## config.mk

```make
export PLATFORM = sky130hd
export DESIGN_NAME = sbrg_top
export DESIGN_NICKNAME = d
export VERILOG_FILES = /design/src/common/sbrg_pkg.sv /design/src/hw/sbrg_rate_div.sv /design/src/hw/sbrg_top.sv
export VERILOG_INCLUDE_DIRS = /design/src /design/src/common
export SDC_FILE = /design/constraint.sdc
export NUM_CORES = 1
export LEC_CHECK = 0
export CAP_MARGIN = 20
export CELL_PAD_IN_SITES_DETAIL_PLACEMENT = 1
export CELL_PAD_IN_SITES_GLOBAL_PLACEMENT = 2
export CORE_MARGIN = 2
export CORE_UTILIZATION = 40
export CTS_BUF_LIST = sky130_fd_sc_hd__clkbuf_4 sky130_fd_sc_hd__clkbuf_8
export DETAILED_ROUTE_END_ITERATION = 8
export DONT_BUFFER_PORTS = 1
export GPL_ROUTABILITY_DRIVEN = 1
export MAX_ROUTING_LAYER = met4
export PLACE_DENSITY_LB_ADDON = 0.12
export SYNTH_ARGS = -nofsm -noshare
export SYNTH_HDL_FRONTEND = slang
export SYNTH_SLANG_ARGS = --single-unit
export TNS_END_PERCENT = 50
```

## constraint.sdc

```tcl
create_clock -name i_mclk -period 4.55 [get_ports i_mclk]
set_input_delay 0.2275 -clock i_mclk [delete_from_list [all_inputs] [get_ports i_mclk]]
set_output_delay 0.2275 -clock i_mclk [all_outputs]
set_load 0.01 [all_outputs]
```

## src/common/sbrg_regs.svh

```systemverilog
// Purpose: register indices, bit positions and reset values of the rate generator
// Assumes: byte address is four times the register index
// Notes: definitions only
`ifndef SBRG_REGS_SVH
`define SBRG_REGS_SVH
`define SBRG_IDX_POWER_CONTROL_0 8'h87
`define SBRG_IDX_AUX_CONTROL_2 8'ha3
`define SBRG_IDX_S0CTL 8'h98
`define SBRG_IDX_SERIAL0_CONFIG 8'hc0
`define SBRG_IDX_AUX_SERIAL_CONFIG 8'hc1
`define SBRG_IDX_S1CTL 8'hc2
`define SBRG_IDX_RELOAD 8'hc3
`define SBRG_IDX_COUNT 8'hc4
`define SBRG_RST_BYTE 8'h00
`define SBRG_MASK_POWER_CONTROL_0 8'hdf
`define SBRG_MASK_SERIAL0_CONFIG 8'he0
`define SBRG_MASK_AUX_SERIAL_CONFIG 8'h1f
`define SBRG_B_DBL 7
`define SBRG_B_VIEW 6
`define SBRG_B_PD 1
`define SBRG_B_SUBST 7
`define SBRG_B_XDBL 6
`define SBRG_B_M0FAST 5
`define SBRG_B_T1FAST 3
`define SBRG_B_RUN 4
`define SBRG_B_S1DBL 3
`define SBRG_B_FAST 2
`define SBRG_B_CKOE 1
`define SBRG_B_TME 0
`define SBRG_B_REN 4
`define SBRG_B_TB8 3
`define SBRG_B_RB8 2
`define SBRG_B_TI 1
`define SBRG_B_RI 0
`define SBRG_PRESCALE 4'd12
`define SBRG_LOG_M2 3'd6
`define SBRG_LOG_M13 3'd5
`define SBRG_RESP_OK 2'b00
`define SBRG_RESP_ERR 2'b10
`endif

```

## src/common/sbrg_pkg.sv

```systemverilog
// Purpose: shared types of the rate generator
// Assumes: nothing
// Notes: serial mode codes follow the two mode bits
package sbrg_pkg;
  typedef enum logic [1:0] {
    SBRG_M_SHIFT = 2'h0,
    SBRG_M_UART8 = 2'h1,
    SBRG_M_FIXED = 2'h2,
    SBRG_M_UART9 = 2'h3
  } sbrg_mode_t;
endpackage

```

## src/hw/sbrg_rate_div.sv

```systemverilog
// Purpose: power-of-two divider of a source pulse train
// Assumes: i_pulse is a one-cycle pulse on i_mclk
// Notes: a change of i_log restarts nothing; the count in progress is compared with the new terminal count at once
`timescale 1ns/1ps
`default_nettype none
module sbrg_rate_div (
  input wire logic i_mclk,
  input wire logic i_rst,
  input wire logic i_pulse,
  input wire logic [2:0] i_log,
  output logic o_tick
);
  logic [5:0] cnt_reg;
  logic [5:0] last;
  always_comb begin
    last = 6'((7'h01 << i_log) - 7'h01);
  end
  always_ff @(posedge i_mclk or posedge i_rst) begin
    if (i_rst) begin
      cnt_reg <= 6'h00;
      o_tick <= 1'b0;
    end else begin
      o_tick <= 1'b0;
      if (i_pulse) begin
        if (cnt_reg >= last) begin
          cnt_reg <= 6'h00;
          o_tick <= 1'b1;
        end else begin
          cnt_reg <= cnt_reg + 6'h01;
        end
      end
    end
  end
endmodule
`default_nettype wire

```

## src/hw/sbrg_top.sv

```systemverilog
// Purpose: rate generator and clock selection for two serial ports
// Assumes: AXI4-Lite master keeps one write and one read outstanding
// Notes: bit ticks are one-cycle enables for the serial shifters
// What this block does
// Primary port rate doubles in modes 1-3 when double-rate bit set.
// Control bit 7 shows framing flag or mode bit; flag always set on error.
// Substitute bit swaps timer 1 overflow for generator overflow while timer 2 is not selected.
// Extra double bit doubles primary rate once more.
// Primary mode 0 shifts at clock/12 or clock/2.
// Timer 1 fast bit clocks timer 1 at full clock, not /12.
// Secondary port has four modes, no framing or address check.
// Both ports run at once with independent modes and rates.
// Clock out toggles on each overflow; overflow pulse feeds peripherals.
// Secondary mode 2 rate is clock/64, doubled by its double bit.
// Secondary modes 1,3 rate is tick/(256-reload)/32, doubled if set.
// Timer mode disables the port and sets transmit flag on overflow.
// Timer mode flags keep interrupting, gated by ninth bit and enable.
// Receive ninth bit picks falling or rising pin edge for the flag.
// In power-down detection is level-based and may wake the processor.
// Timer mode keeps clock supply; clock-out enable masks pin interrupt.
// Counter increments per tick and reloads on overflow.
// Counter runs only while run bit set.
// Fast bit picks clock or clock/12 as counter tick.
// Reload write also loads counter when not in timer mode.
// Stopped counter holds, no overflow, no clock-out toggle.
// Pin is synchronised before edge detection; one edge, one flag.
`timescale 1ns/1ps
`default_nettype none
`include "sbrg_regs.svh"
module sbrg_top import sbrg_pkg::*; (
  input wire logic i_mclk,
  input wire logic i_rst,
  input wire logic [11:0] i_axi_awaddr,
  input wire logic i_axi_awvalid,
  output logic o_axi_awready,
  input wire logic [31:0] i_axi_wdata,
  input wire logic [3:0] i_axi_wstrb,
  input wire logic i_axi_wvalid,
  output logic o_axi_wready,
  output logic [1:0] o_axi_bresp,
  output logic o_axi_bvalid,
  input wire logic i_axi_bready,
  input wire logic [11:0] i_axi_araddr,
  input wire logic i_axi_arvalid,
  output logic o_axi_arready,
  output logic [31:0] o_axi_rdata,
  output logic [1:0] o_axi_rresp,
  output logic o_axi_rvalid,
  input wire logic i_axi_rready,
  input wire logic i_timer1_overflow,
  input wire logic i_timer2_selected,
  input wire logic i_framing_error,
  input wire logic i_aux_tx_done,
  input wire logic i_aux_rx_done,
  input wire logic i_aux_irq_enable,
  input wire logic i_aux_rx_pin,
  output logic o_timer1_tick,
  output logic o_uart0_bit_tick,
  output logic o_uart1_bit_tick,
  output logic o_aux_overflow_pulse,
  output logic o_aux_clock_out,
  output logic o_aux_clock_out_oe_n,
  output logic o_aux_irq,
  output logic o_wake
);
  logic [7:0] power_control_0_reg, aux_control_2_reg, serial0_config_reg, aux_serial_config_reg, s1ctl_reg;
  logic [7:0] s0ctl_reg, reload_reg, count_reg;
  logic fe_reg;
  logic [3:0] pre_reg;
  logic tick12, aux_tick, ovf;
  logic aw_hold, w_hold;
  logic [7:0] aw_idx;
  logic aw_hi;
  logic [7:0] wbyte;
  logic wr_go;
  logic [7:0] rd_val;
  logic rd_hit;
  logic rx_s1, rx_s2, rx_s3;
  logic rx_edge, rx_level, rx_set;
  logic tme, run, pd;
  logic [2:0] dbl0, dbl1;
  logic u0_src, u1_src, u0_tick, u1_tick;
  logic [2:0] u0_log, u1_log;
  sbrg_mode_t m0, m1;

  assign tme = aux_serial_config_reg[`SBRG_B_TME];
  assign run = aux_serial_config_reg[`SBRG_B_RUN];
  assign pd = power_control_0_reg[`SBRG_B_PD];
  assign m0 = sbrg_mode_t'({s0ctl_reg[7], s0ctl_reg[6]});
  assign m1 = sbrg_mode_t'(s1ctl_reg[7:6]);

  // Write channels are latched separately so either may come first
  always_ff @(posedge i_mclk or posedge i_rst) begin
    if (i_rst) begin
      aw_hold <= 1'b0;
      w_hold <= 1'b0;
      aw_idx <= 8'h00;
      aw_hi <= 1'b0;
      wbyte <= 8'h00;
      o_axi_bvalid <= 1'b0;
      o_axi_bresp <= `SBRG_RESP_OK;
    end else begin
      if (i_axi_awvalid && o_axi_awready) begin
        aw_hold <= 1'b1;
        aw_idx <= i_axi_awaddr[9:2];
        aw_hi <= |{i_axi_awaddr[11:10], i_axi_awaddr[1:0]};
      end
      if (i_axi_wvalid && o_axi_wready) begin
        w_hold <= 1'b1;
        wbyte <= i_axi_wstrb[0] ? i_axi_wdata[7:0] : 8'h00;
      end
      if (wr_go) begin
        aw_hold <= 1'b0;
        w_hold <= 1'b0;
        o_axi_bvalid <= 1'b1;
        o_axi_bresp <= (aw_hi || !rd_hit_w(aw_idx)) ? `SBRG_RESP_ERR : `SBRG_RESP_OK;
      end else if (o_axi_bvalid && i_axi_bready) begin
        o_axi_bvalid <= 1'b0;
      end
    end
  end
  assign o_axi_awready = !aw_hold && !o_axi_bvalid;
  assign o_axi_wready = !w_hold && !o_axi_bvalid;
  assign wr_go = aw_hold && w_hold && !o_axi_bvalid;

  function automatic logic rd_hit_w(input logic [7:0] idx);
    rd_hit_w = (idx == `SBRG_IDX_POWER_CONTROL_0) || (idx == `SBRG_IDX_AUX_CONTROL_2) ||
      (idx == `SBRG_IDX_S0CTL) || (idx == `SBRG_IDX_SERIAL0_CONFIG) ||
      (idx == `SBRG_IDX_AUX_SERIAL_CONFIG) || (idx == `SBRG_IDX_S1CTL) ||
      (idx == `SBRG_IDX_RELOAD) || (idx == `SBRG_IDX_COUNT);
  endfunction

  function automatic logic wr_at(input logic [7:0] idx);
    wr_at = wr_go && !aw_hi && (aw_idx == idx);
  endfunction

  // Lane 0 only carries data; a write without it stores zero
  always_ff @(posedge i_mclk or posedge i_rst) begin
    if (i_rst) begin
      power_control_0_reg <= `SBRG_RST_BYTE;
      aux_control_2_reg <= `SBRG_RST_BYTE;
      serial0_config_reg <= `SBRG_RST_BYTE;
      aux_serial_config_reg <= `SBRG_RST_BYTE;
      reload_reg <= `SBRG_RST_BYTE;
    end else begin
      if (wr_at(`SBRG_IDX_POWER_CONTROL_0)) power_control_0_reg <= wbyte & `SBRG_MASK_POWER_CONTROL_0;
      if (wr_at(`SBRG_IDX_AUX_CONTROL_2)) aux_control_2_reg <= wbyte;
      if (wr_at(`SBRG_IDX_SERIAL0_CONFIG)) serial0_config_reg <= wbyte & `SBRG_MASK_SERIAL0_CONFIG;
      if (wr_at(`SBRG_IDX_AUX_SERIAL_CONFIG)) aux_serial_config_reg <= wbyte & `SBRG_MASK_AUX_SERIAL_CONFIG;
      if (wr_at(`SBRG_IDX_RELOAD)) reload_reg <= wbyte;
    end
  end

  // Bit 7 of the primary control is two bits sharing one address
  always_ff @(posedge i_mclk or posedge i_rst) begin
    if (i_rst) begin
      s0ctl_reg <= `SBRG_RST_BYTE;
      fe_reg <= 1'b0;
    end else begin
      if (wr_at(`SBRG_IDX_S0CTL)) begin
        s0ctl_reg[6:0] <= wbyte[6:0];
        if (!power_control_0_reg[`SBRG_B_VIEW]) s0ctl_reg[7] <= wbyte[7];
      end
      if (i_framing_error) begin
        fe_reg <= 1'b1;
      end else if (wr_at(`SBRG_IDX_S0CTL) && power_control_0_reg[`SBRG_B_VIEW]) begin
        fe_reg <= wbyte[7];
      end
    end
  end

  // Flags: a hardware set in the clearing cycle wins
  always_ff @(posedge i_mclk or posedge i_rst) begin
    if (i_rst) begin
      s1ctl_reg <= `SBRG_RST_BYTE;
    end else begin
      if (wr_at(`SBRG_IDX_S1CTL)) s1ctl_reg <= wbyte;
      if (tme ? ovf : i_aux_tx_done) s1ctl_reg[`SBRG_B_TI] <= 1'b1;
      if (tme ? rx_set : i_aux_rx_done) s1ctl_reg[`SBRG_B_RI] <= 1'b1;
    end
  end

  always_comb begin
    rd_hit = !(|{i_axi_araddr[11:10], i_axi_araddr[1:0]}) && rd_hit_w(i_axi_araddr[9:2]);
    unique case (i_axi_araddr[9:2])
      `SBRG_IDX_POWER_CONTROL_0: rd_val = power_control_0_reg;
      `SBRG_IDX_AUX_CONTROL_2: rd_val = aux_control_2_reg;
      `SBRG_IDX_S0CTL: rd_val = {power_control_0_reg[`SBRG_B_VIEW] ? fe_reg : s0ctl_reg[7],
                                 s0ctl_reg[6:0]};
      `SBRG_IDX_SERIAL0_CONFIG: rd_val = serial0_config_reg;
      `SBRG_IDX_AUX_SERIAL_CONFIG: rd_val = aux_serial_config_reg;
      `SBRG_IDX_S1CTL: rd_val = s1ctl_reg;
      `SBRG_IDX_RELOAD: rd_val = reload_reg;
      `SBRG_IDX_COUNT: rd_val = count_reg;
      default: rd_val = 8'h00;
    endcase
  end

  always_ff @(posedge i_mclk or posedge i_rst) begin
    if (i_rst) begin
      o_axi_rvalid <= 1'b0;
      o_axi_rdata <= 32'h0000_0000;
      o_axi_rresp <= `SBRG_RESP_OK;
    end else if (i_axi_arvalid && o_axi_arready) begin
      o_axi_rvalid <= 1'b1;
      o_axi_rdata <= {24'h00_0000, rd_hit ? rd_val : 8'h00};
      o_axi_rresp <= rd_hit ? `SBRG_RESP_OK : `SBRG_RESP_ERR;
    end else if (o_axi_rvalid && i_axi_rready) begin
      o_axi_rvalid <= 1'b0;
    end
  end
  assign o_axi_arready = !o_axi_rvalid;

  // Free-running divide-by-12 shared by every slow clock selection
  always_ff @(posedge i_mclk or posedge i_rst) begin
    if (i_rst) begin
      pre_reg <= 4'h0;
    end else begin
      pre_reg <= (pre_reg == `SBRG_PRESCALE - 4'd1) ? 4'h0 : pre_reg + 4'h1;
    end
  end
  assign tick12 = (pre_reg == `SBRG_PRESCALE - 4'd1);
  assign aux_tick = aux_serial_config_reg[`SBRG_B_FAST] ? 1'b1 : tick12;
  assign ovf = run && aux_tick && (count_reg == 8'hff);

  // Software access to the counter wins over the count in that cycle
  always_ff @(posedge i_mclk or posedge i_rst) begin
    if (i_rst) begin
      count_reg <= `SBRG_RST_BYTE;
    end else if (wr_at(`SBRG_IDX_COUNT)) begin
      count_reg <= wbyte;
    end else if (wr_at(`SBRG_IDX_RELOAD) && !tme) begin
      count_reg <= wbyte;
    end else if (ovf) begin
      count_reg <= reload_reg;
    end else if (run && aux_tick) begin
      count_reg <= count_reg + 8'h01;
    end
  end

  always_ff @(posedge i_mclk or posedge i_rst) begin
    if (i_rst) begin
      o_aux_overflow_pulse <= 1'b0;
      o_aux_clock_out <= 1'b0;
      o_aux_clock_out_oe_n <= 1'b1;
    end else begin
      o_aux_overflow_pulse <= ovf;
      if (ovf) o_aux_clock_out <= !o_aux_clock_out;
      o_aux_clock_out_oe_n <= !aux_serial_config_reg[`SBRG_B_CKOE];
    end
  end

  // Pin synchroniser; only rx_s2 onward is looked at
  always_ff @(posedge i_mclk or posedge i_rst) begin
    if (i_rst) begin
      rx_s1 <= 1'b1;
      rx_s2 <= 1'b1;
      rx_s3 <= 1'b1;
    end else begin
      rx_s1 <= i_aux_rx_pin;
      rx_s2 <= rx_s1;
      rx_s3 <= rx_s2;
    end
  end
  assign rx_edge = s1ctl_reg[`SBRG_B_RB8] ? (rx_s2 && !rx_s3) : (!rx_s2 && rx_s3);
  assign rx_level = s1ctl_reg[`SBRG_B_RB8] ? rx_s2 : !rx_s2;
  assign rx_set = tme && s1ctl_reg[`SBRG_B_REN] && (pd ? rx_level : rx_edge);

  // Pin-change interrupt is masked while the pin carries the clock
  always_ff @(posedge i_mclk or posedge i_rst) begin
    if (i_rst) begin
      o_aux_irq <= 1'b0;
      o_wake <= 1'b0;
    end else begin
      o_aux_irq <= (s1ctl_reg[`SBRG_B_TI] && (!tme || s1ctl_reg[`SBRG_B_TB8])) ||
        (s1ctl_reg[`SBRG_B_RI] && (!tme || (s1ctl_reg[`SBRG_B_REN] &&
        !aux_serial_config_reg[`SBRG_B_CKOE])));
      o_wake <= pd && rx_set && i_aux_irq_enable && !aux_serial_config_reg[`SBRG_B_CKOE];
    end
  end

  // Each doubling removes one stage of the power-of-two divider
  assign dbl0 = {2'b00, power_control_0_reg[`SBRG_B_DBL]} + {2'b00, serial0_config_reg[`SBRG_B_XDBL]};
  assign dbl1 = {2'b00, aux_serial_config_reg[`SBRG_B_S1DBL]};
  always_comb begin
    u0_src = 1'b1;
    u0_log = `SBRG_LOG_M2 - dbl0;
    if (m0 == SBRG_M_UART8 || m0 == SBRG_M_UART9) begin
      u0_log = `SBRG_LOG_M13 - dbl0;
      u0_src = (serial0_config_reg[`SBRG_B_SUBST] && !i_timer2_selected) ? ovf
        : i_timer1_overflow;
    end
    u1_src = 1'b1;
    u1_log = `SBRG_LOG_M2 - dbl1;
    if (m1 == SBRG_M_UART8 || m1 == SBRG_M_UART9) begin
      u1_log = `SBRG_LOG_M13 - dbl1;
      u1_src = ovf;
    end
  end

  sbrg_rate_div u_div0 (
    .i_mclk(i_mclk),
    .i_rst(i_rst),
    .i_pulse(u0_src),
    .i_log(u0_log),
    .o_tick(u0_tick)
  );
  sbrg_rate_div u_div1 (
    .i_mclk(i_mclk),
    .i_rst(i_rst),
    .i_pulse(u1_src),
    .i_log(u1_log),
    .o_tick(u1_tick)
  );

  // Mode 0 bypasses the dividers; timer mode silences the second port
  always_ff @(posedge i_mclk or posedge i_rst) begin
    if (i_rst) begin
      o_uart0_bit_tick <= 1'b0;
      o_uart1_bit_tick <= 1'b0;
      o_timer1_tick <= 1'b0;
    end else begin
      o_timer1_tick <= aux_control_2_reg[`SBRG_B_T1FAST] ? 1'b1 : tick12;
      if (m0 == SBRG_M_SHIFT) begin
        o_uart0_bit_tick <= serial0_config_reg[`SBRG_B_M0FAST] ? pre_reg[0] : tick12;
      end else begin
        o_uart0_bit_tick <= u0_tick;
      end
      if (tme) begin
        o_uart1_bit_tick <= 1'b0;
      end else if (m1 == SBRG_M_SHIFT) begin
        o_uart1_bit_tick <= tick12;
      end else begin
        o_uart1_bit_tick <= u1_tick;
      end
    end
  end
endmodule
`default_nettype wire

```

* Word level (Yosys, flattened, before mapping)
Index checks and enable logic that the tools add are counted.
** Word-level totals
- Output and inout bits :: 49
- Word-level logic and storage cells :: 202
- Register bits :: 118
- Bits of input ports :: 74
** Cells by class
- Multiplexer cells :: 46
- Bitwise logic cells :: 1
- Reduce and logical (&&, ||, !) cells :: 80
- Equality and inequality tests :: 22
- Magnitude comparators :: 2
- Add/sub/neg operators :: 11
- Shift-type cells :: 2
** Operator list (count)
- 8-bit == test, second input constant :: 17
- 8-bit case mux with 8 select lines :: 1
- 8-bit 2-to-1 mux :: 6
- 1-bit logical AND :: 34
- 1-bit 2-to-1 mux :: 31
- 1-bit logical OR :: 20
- 2-bit nonzero test :: 7
- 1-bit logical NOT :: 13
- 6-bit by 1-bit adder with 6-bit output, second input constant :: 2
- 6-bit greater-or-equal comparator :: 2
- 6-bit 2-to-1 mux :: 2
- 1-bit by 3-bit left shift with 6-bit output, first input constant :: 2
- 6-bit by 1-bit subtractor with 6-bit output, second input constant :: 2
- 8-bit by 1-bit adder with 8-bit output, second input constant :: 1
- 4-bit OR reduction :: 2
- 2-bit 2-to-1 mux :: 3
- 3-bit 2-to-1 mux :: 2
- 3-bit by 2-bit subtractor with 3-bit output, first input constant :: 2
- 4-bit by 1-bit adder with 4-bit output, second input constant :: 1
- 2-bit by 1-bit == test with 1-bit output, second input constant :: 2
- 2-bit == test, second input constant :: 2
- 4-bit == test, second input constant :: 1
- 2-bit logical NOT :: 2
- 4-bit 2-to-1 mux :: 1
- other kinds (6) :: 6

* Logic depth before layout (Yosys ltp)
Gate-level depths: netlist (run 1).
- Depth in word-level cells :: 11
- Mapped depth :: 10
- Depth with buffers taken out :: 10

* Cells and area by module
Synthesis (run 1) repeated with hierarchy kept, for this count alone.
** Second synthesis, totals
- Cell total of the unflattened synthesis :: 567
- Area total of the unflattened synthesis :: 6244.7 µm²
** By module, submodules not included
- sbrg_top :: area each 5148.7 µm², seq. area each 2557.5 µm², cells each 465, instances 1
- sbrg_rate_div :: area each 548.0 µm², seq. area each 175.2 µm², cells each 51, instances 2

* Least setup slack after synthesis (run 1)
Ideal clock, no wire load.
- Path kind :: register -> register
- Start :: reg power_control_0_reg[7]
- End :: reg u_div0.cnt_reg[4]
- Period minus slack after synthesis :: 2785 ps
- Arrival :: 2716 ps
- Stages on the path, launching flop included :: 11
- Buffers on the path :: 0
- Setup slack :: 1765 ps
- Data required time :: 4480 ps
- Setup time :: 70 ps
- Path through :: dfrtp_1 > inv_1 > ha_1 > o21a_1 > or2_2 > ha_1 > nand2_1 > a21oi_1 > a211oi_1 > or4b_1 > nand3_1
** Between the ends
- Cells in the longest elaborated chain, start to end :: 7
- Elaborated cells between the ends (all ways) :: 8
- Those cells by class :: 4 x add/sub; 1 x order compare; 1 x shift; 2 x mux
** RTL lines
- from (decl) :: RTL line sbrg_top.sv:66 : logic [7:0] power_control_0_reg, aux_control_2_reg, serial0_config_reg, aux_serial_config_reg, s1ctl_reg;
- from (signal assigned) :: RTL line sbrg_top.sv:140 : power_control_0_reg <= `SBRG_RST_BYTE;
- from (signal assigned) :: RTL line sbrg_top.sv:146 : if (wr_at(`SBRG_IDX_POWER_CONTROL_0)) power_control_0_reg <= wbyte & `SBRG_MASK_POWER_CONTROL_0;
- 1-bit by 1-bit adder with 2-bit output * :: RTL line sbrg_top.sv:283 : assign dbl0 = {2'b00, power_control_0_reg[`SBRG_B_DBL]} + {2'b00, serial0_config_reg[`SBRG_B_XDBL]};
- 3-bit by 2-bit subtractor with 3-bit output (no line)
- 3-bit 2-to-1 mux * :: RTL line sbrg_top.sv:288 : if (m0 == SBRG_M_UART8 || m0 == SBRG_M_UART9) begin
- 1-bit by 3-bit left shift with 6-bit output * :: RTL line sbrg_rate_div.sv:16 : last = 6'((7'h01 << i_log) - 7'h01);
- 6-bit by 1-bit subtractor with 6-bit output * :: RTL line sbrg_rate_div.sv:16
- 6-bit greater-or-equal comparator * :: RTL line sbrg_rate_div.sv:25 : if (cnt_reg >= last) begin
- 6-bit 2-to-1 mux * :: RTL line sbrg_rate_div.sv:25
- to (signal assigned) :: RTL line sbrg_rate_div.sv:29 : cnt_reg <= cnt_reg + 6'h01;
- to (decl) :: RTL line sbrg_rate_div.sv:13 : logic [5:0] cnt_reg;
Every way passes the cells marked *; elsewhere a longest branch is shown, timed or not.
A chain may end at the register's enable or synchronous reset.

* Worst setup path after layout (run 1)
Same ends and word-level chain as after synthesis.

==> results of run 1 <==
through the flow:
step | worst slack (ps) | cell area, um2
floorplan | 1260 | 6130
global placement | 1390 | 6100
detailed placement | 1320 | 6100
CTS | 1320 | 6860
global route | 1140 | 6880
finish | 1290 | 6880
metal layers:
metal	global-route usage, %	vias up
li1	-	2123
met1	28.0	2279
met2	33.6	89
met3	6.16	24
met4	7.05	0
met5	-	-
path summary, 6_finish.rpt:
check / startpoint / end / slack [ps] / cells after the start
worst max-delay path: power_control_0_reg[7]$_DFFE_PP0P_ / u_div0.cnt_reg[4]$_DFFE_PP0P_ / 1290 / 10
worst min register to register: rx_s1$_DFF_PP1_ / rx_s2$_DFF_PP1_ / 360 / 0
min in group asynchronous: i_rst / o_aux_irq$_DFF_PP0_ / 280 / 2
worst max register to register: power_control_0_reg[7]$_DFFE_PP0P_ / u_div0.cnt_reg[4]$_DFFE_PP0P_ / 1290 / 10
max in group asynchronous: i_rst / reload_reg[2]$_DFFE_PP0P_ / 3350 / 3
worst min-delay path: i_axi_araddr[8] / o_axi_rdata[2]$_DFFE_PP0P_ / 190 / 4
cells by family (layout without fill, tap and decap cells):
kind of cell	count (synthesis)	in the layout	synth area share (%)
buffers and inverters	66	87	5.93
muxes	56	56	10.3
DFF	116	116	48.2
xor gates and xnor gates	3	3	0.435
AOI/OAI and AO/OA	130	130	14.2
and+or+nand+nor	198	198	18.1
other	1	26	0.0621
adders and majority gates	14	14	2.90
synthesized netlist by cell type (3+ instances only):
| cell | count |
|---|---|
| and3_1 | 10 |
| and2_1 | 6 |
| nor2b_1 | 5 |
| dfstp_2 | 4 |
| dfrtp_1 | 112 |
| o22ai_1 | 5 |
| a21oi_1 | 22 |
| buf_4 | 26 |
| nor3_1 | 4 |
| nand3_1 | 12 |
| a222oi_1 | 3 |
| nand4_1 | 3 |
| or2_2 | 4 |
| o31ai_1 | 4 |
| nand2b_1 | 12 |
| nand4b_1 | 3 |
| mux2i_1 | 9 |
| a22o_1 | 4 |
| a221o_1 | 3 |
| o21ai_0 | 47 |
| nor4_1 | 6 |
| nand2_1 | 68 |
| ha_1 | 14 |
| nand3b_1 | 7 |
| a22oi_1 | 10 |
| a32oi_1 | 5 |
| a21o_1 | 4 |
| buf_2 | 10 |
| a211oi_1 | 6 |
| nor2_1 | 33 |
| xnor2_1 | 3 |
| clkbuf_1 | 9 |
| mux2_2 | 47 |
| o31a_1 | 3 |
| inv_1 | 20 |
cell type report:
class                   instances  area (um2)
fillers                      1593        7760
flip-flops and latches        116        2910
multi-input cells             427        2870
repair buffers                 35         353
clock buffers                  23         298
well taps                     184         230
clock inverters                 9         150
inverters                      20        77.6
report_power, final:
part           leakage, nW  switching, mW  internal [mW]
sequential            1.51          0.275           1.19
clock                0.226          0.424          0.656
combinational         1.30          0.264          0.230
cell usage in the layout, fill, tap and decap left out, types with 6 or more instances in the layout:
master           n
o21ai_0         47
nand3_1         12
clkbuf_8        20
inv_1           19
and2_1           6
ha_1            14
nand3b_1         7
conb_1          26
a211oi_1         6
a22oi_1         10
dfrtp_1        112
a21oi_1         22
mux2_2          47
nand2b_1        12
mux2i_1          9
nor2_1          33
dlygate4sd3_1   31
and3_1          10
nor4_1           6
nand2_1         68
worst min-delay path, delay by kind of cell:
family             cells  cell delay, ps
and+or+nand+nor        3             290
AOI/OAI and AO/OA      1              90
==> impl_metrics.json, run 1 <==
{
  "antenna_cells": 0,
  "synth_largest_area_cell": "dfrtp_1",
  "leakage_nw": 3.03,
  "drcViolationCount": 0,
  "ys.flop_type": "dfrtp_1",
  "hpwl_mm": 11.0,
  "slowest_delay_ps": 800,
  "start_kind": "flip-flop",
  "ys_types": 64,
  "ctsResizeCount": 0,
  "vdd_drop_max_uv": 281,
  "crit_chain": "inv_1 -> ha_1 -> o21a_1 -> or2_2 -> ha_1 -> nand2_1 -> a21oi_1 -> a211oi_1 -> or4b_1 -> nand3_1",
  "cp.required_ps": 4940,
  "highest_layer": "met4",
  "vias_per_cell": 5.55,
  "worst-path-buf-inv": 1,
  "status": "finished, final reports clean",
  "crit_type": "reg2reg",
  "synthTopCellsByArea": "dfrtp_1 46%, mux2_2 8.8%, nand2_1 4.2%",
  "grt_pass1_wl_mm": 26.2,
  "wl_met1_mm": 7.52,
  "clkTransAtPathRegs_ps": 70,
  "fin_crit_ps": 3260,
  "drtIter0Drc": 250,
  "cts-buffers-inserted": 17,
  "yosysWarnings": 0,
  "arrival_ps": 3660,
  "hold_path.class": "in2reg",
  "cts_root_buf": "clkbuf_8",
  "finalCritPeriodShare_pct": 71.8,
  "maxCapViolCount": 0,
  "grt_pass1_vias": 4841,
  "cts_sinks": 116,
  "row_count": 44,
  "async_reset_ff_share_pct": 100,
  "post_cts_buffers": 0,
  "crit_family": "compound AO/OA/AOI/OAI gates",
  "die_h_um": 127,
  "wl_met2_mm": 7.50,
  "clk_latency_ps": 460,
  "fin_cells": 814,
  "final_antenna_net_count": 0,
  "tritoncts": "done",
  "start_util_pct": 41.2,
  "grt.overflow.total": 0,
  "post-route-util_pct": 47.0,
  "finClkSkew_ps": 8.66,
  "wirelength_mm": 16.0,
  "setup-tns-final_ps": 0,
  "ys_seq_area_share_pct": 48.2,
  "cp-end-kind": "flip-flop",
  "die_x_um": 127,
  "grt_max_degree": 79,
  "path_common_cell": "ha_1",
  "fmax_mhz": 306,
  "antenna_found_initial": 0,
  "avgRoutedWirePerCell_um": 19.7,
  "cpMaxStageDelayCell": "a211oi_1",
  "io-pin-count": 123,
  "vias": 4515,
  "io_buffers": 0,
  "synthCells": 584,
  "final_layout_size_suffix_gt1_share_pct": 16.7,
  "track_usage_pct": 21.8,
  "slew_headroom_pct": 35.3,
  "firstDrtPassIters": 5,
  "rsz0062_at_grt": "false",
  "dp_cells": 750,
  "power_mw": 3.04,
  "dieArea_um2": 16100,
  "gp_congestion": 0.800,
  "synth-seq-cells": 116,
  "met3_wirelength_um": 701,
  "clock_path_buffers": 2,
  "htreeDepth": 4,
  "synth_edf_count": 0,
  "slew_violations": 0,
  "hold_ws_ps": 192,
  "synthesis.area_per_instance_um2": 10.3,
  "worstPathMaxFanout": 8,
  "hold_viol_final": 0,
  "powerDensity_nw_per_um2": 441,
  "synth.top_cell.area_share_pct": 46.4,
  "syn2layout_area_growth_pct": 14.0,
  "holdBufCountCts": 31,
  "setup_viol": 0,
  "fin_nets": 705,
  "core_area_um2": 14600,
  "worst_pin_slew_ps": 965,
  "synth_area_um2": 6040
}
Power figures use the tool's default switching activity.
==> run 2, diff against run 1 <==
==> constraint.sdc (replaced) <==
create_clock -name i_mclk -period 3.1 [get_ports i_mclk]
set_input_delay 0.155 -clock i_mclk [delete_from_list [all_inputs] [get_ports i_mclk]]
set_output_delay 0.155 -clock i_mclk [all_outputs]
set_load 0.01 [all_outputs]
==> run 2 against run 1 <==
Effect of this change: sequential share of layout area is 0.29 points higher; total power is 38% higher; non-clock buffer count is 3 higher; combinational power is 46% higher; worst setup slack worse by 830 ps; sequential power is 47% higher; clock power is 24% higher; highest routed layer unchanged; hold slack worse by 69 ps; count of clock-buffer cells in the layout is 1 lower; critical endpoint unchanged.
==> impl_metrics.json, run 2 (same netlist as run 1, synthesis figures left out) <==
{
  "seq_area_um2": 2910,
  "clkTransAtPathRegs_ps": 60,
  "wirelength_mm": 16.1,
  "final_antenna_net_count": 0,
  "core_area_um2": 14600,
  "cpMaxStageDelayCell": "or4b_1",
  "grt_max_degree": 100,
  "tritoncts": "done",
  "grt.overflow.total": 0,
  "io_buffers": 0,
  "clock_power_share_pct": 31.8,
  "final_layout_size_suffix_gt1_share_pct": 17.1,
  "htreeDepth": 4,
  "avgRoutedWirePerCell_um": 19.7,
  "clk_latency_ps": 450,
  "grt_pass1_vias": 4685,
  "crit_type": "reg2reg",
  "setup-tns-final_ps": 0,
  "powerDensity_nw_per_um2": 615,
  "cp.depth": 10,
  "reg2reg_depth": 10,
  "maxCapViolCount": 0,
  "dp_slack_ps": 460,
  "grtUsageMet1_pct": 29.0,
  "leakage_nw": 3.02,
  "gr-usage-met2_pct": 33.6,
  "vias": 4551,
  "multi_input_area_um2": 2870,
  "slew_headroom_pct": 45.1,
  "use_met3_pct": 4.30,
  "drcViolationCount": 0,
  "r2r_start": "power_control_0_reg[7]$_DFFE_PP0P_",
  "power_frac_seq_pct": 51.1,
  "hold_path.class": "in2reg",
  "post_cts_buffers": 0,
  "cp.required_ps": 3480,
  "setup_viol": 0,
  "cts-buffers-inserted": 17,
  "finalCritPeriodShare_pct": 85.3,
  "cp-end-kind": "flip-flop",
  "slowest_delay_ps": 460,
  "status": "finished, final reports clean",
  "start_kind": "flip-flop",
  "reg2reg_slack_ps": 460,
  "clock_path_buffers": 2,
  "fin_crit_ps": 2640,
  "crit_chain": "inv_1 -> ha_1 -> o21a_1 -> or2_2 -> ha_1 -> nand2_1 -> a21oi_1 -> a211oi_1 -> or4b_1 -> nand3_1",
  "antenna_cells": 0,
  "layout_common_cells": "112 x dfrtp_1, 68 x nand2_1, 47 x mux2_2, 47 x o21ai_0, 33 x nor2_1",
  "syn2layout_area_growth_pct": 13.2,
  "p_sw_mw": 1.41,
  "timing.rr.end": "u_div0.cnt_reg[4]$_DFFE_PP0P_",
  "cts_sinks": 116,
  "finClkSkew_ps": 13.9,
  "track_usage_pct": 21.9,
  "holdPathStages": 4,
  "crit_family": "simple AND/OR/NAND/NOR gates",
  "grt-busiest-layer": "met2",
  "worst_pin_slew_ps": 823,
  "worst-path-buf-inv": 1,
  "vias_per_cell": 5.57,
  "die_x_um": 127,
  "path_common_cell": "ha_1",
  "dieArea_um2": 16100,
  "internal-power_mw": 2.80,
  "layout_commonest_cell": "dfrtp_1",
  "hold_viol_final": 0,
  "antenna_found_initial": 0,
  "io-pin-count": 123,
  "arrival_ps": 3020,
  "firstDrtPassIters": 5,
  "dp_cells": 754,
  "switching_share_pct": 33.5,
  "fin_ws_ps": 456,
  "gp_congestion": 0.809,
  "hp-start": "i_axi_araddr[8]",
  "cts_root_buf": "clkbuf_8",
  "hpwl_mm": 11.2,
  "whs_endpoint": "o_axi_rdata[2]$_DFFE_PP0P_",
  "worstPathMaxFanout": 6,
  "comb_power_share_pct": 17.1,
  "fmax_mhz": 378,
  "ctsResizeCount": 0,
  "rsz0062_at_grt": "false",
  "fin_nets": 708,
  "n_fill_cell": 1627,
  "start_util_pct": 41.2,
  "die_h_um": 127,
  "row_count": 44,
  "slew_violations": 0,
  "grt_pass1_wl_mm": 26.1,
  "vdd_drop_max_uv": 459,
  "fin_cells": 817,
  "drtIter0Drc": 177
}
-- run 2: repair_timing --
action / in CTS / in global routing
setup endpoints to repair: 0 / 0
hold buffers: 31 / 0
hold endpoints to repair: 44 / 0
-- run 2: final cells by class --
| type | instances | area share, % |
|---|---|---|
| clock buffer | 22 | 4.34 |
| clock inverter | 10 | 1.17 |
| inverter | 20 | 1.15 |
| multi-input combinational | 427 | 41.9 |
| sequential | 116 | 42.5 |
| tap | 184 | 3.37 |
| timing repair buffer | 38 | 5.49 |
-- run 2: worst max-delay path by stage --
stage	startpoint	end	slack [ps]
after global routing	power_control_0_reg[7]$_DFFE_PP0P_	u_div0.cnt_reg[4]$_DFFE_PP0P_	250
after global placement	power_control_0_reg[7]$_DFFE_PP0P_	u_div0.cnt_reg[4]$_DFFE_PP0P_	530
final	power_control_0_reg[7]$_DFFE_PP0P_	u_div0.cnt_reg[4]$_DFFE_PP0P_	460
after CTS	power_control_0_reg[7]$_DFFE_PP0P_	u_div0.cnt_reg[4]$_DFFE_PP0P_	440
after floorplan	power_control_0_reg[7]$_DFFE_PP0P_	u_div0.cnt_reg[4]$_DFFE_PP0P_	310
after detailed placement	power_control_0_reg[7]$_DFFE_PP0P_	u_div0.cnt_reg[4]$_DFFE_PP0P_	460
-- run 2: layer usage --
metal | share of wire (%) | wire [um] | up-vias
li1 | - | - | 2124
met1 | 47 | 7550 | 2323
met2 | 48 | 7710 | 82
met3 | 3.6 | 583 | 22
met4 | 1.7 | 267 | 0
met5 | 0 | 0 | -
-- run 2: power groups by stage --
stage	clock network [mW]	logic [mW]	registers [mW]
2_1_floorplan	0	0.622	1.99
3_3_place_gp	0	0.660	2.16
3_5_place_dp	0	0.695	2.18
4_1_cts	1.37	0.727	2.15
5_1_grt	1.44	0.832	2.20
6_report	1.34	0.719	2.15
-- run 2: per-stage QoR --
stage	hold WS (ps)	power, mW	util (%)	instance area, um2
global route	125	4.48	46.7	6830
floorplan	159	2.61	-	6130
detailed placement	48.8	2.87	42.0	6150
global placement	41.7	2.82	42.0	6150
finish	123	4.20	46.7	6830
CTS	87.4	4.25	46.7	6830
-- run 2: worst register-to-register path: cells and delay by family (launching register included) --
kind                       cells  cell delay [ps]
and+or+nand+nor                4              910
adders and majority gates      2              660
AOI/OAI and AO/OA              3              510
DFF                            1              420
buffers and inverters          1               80
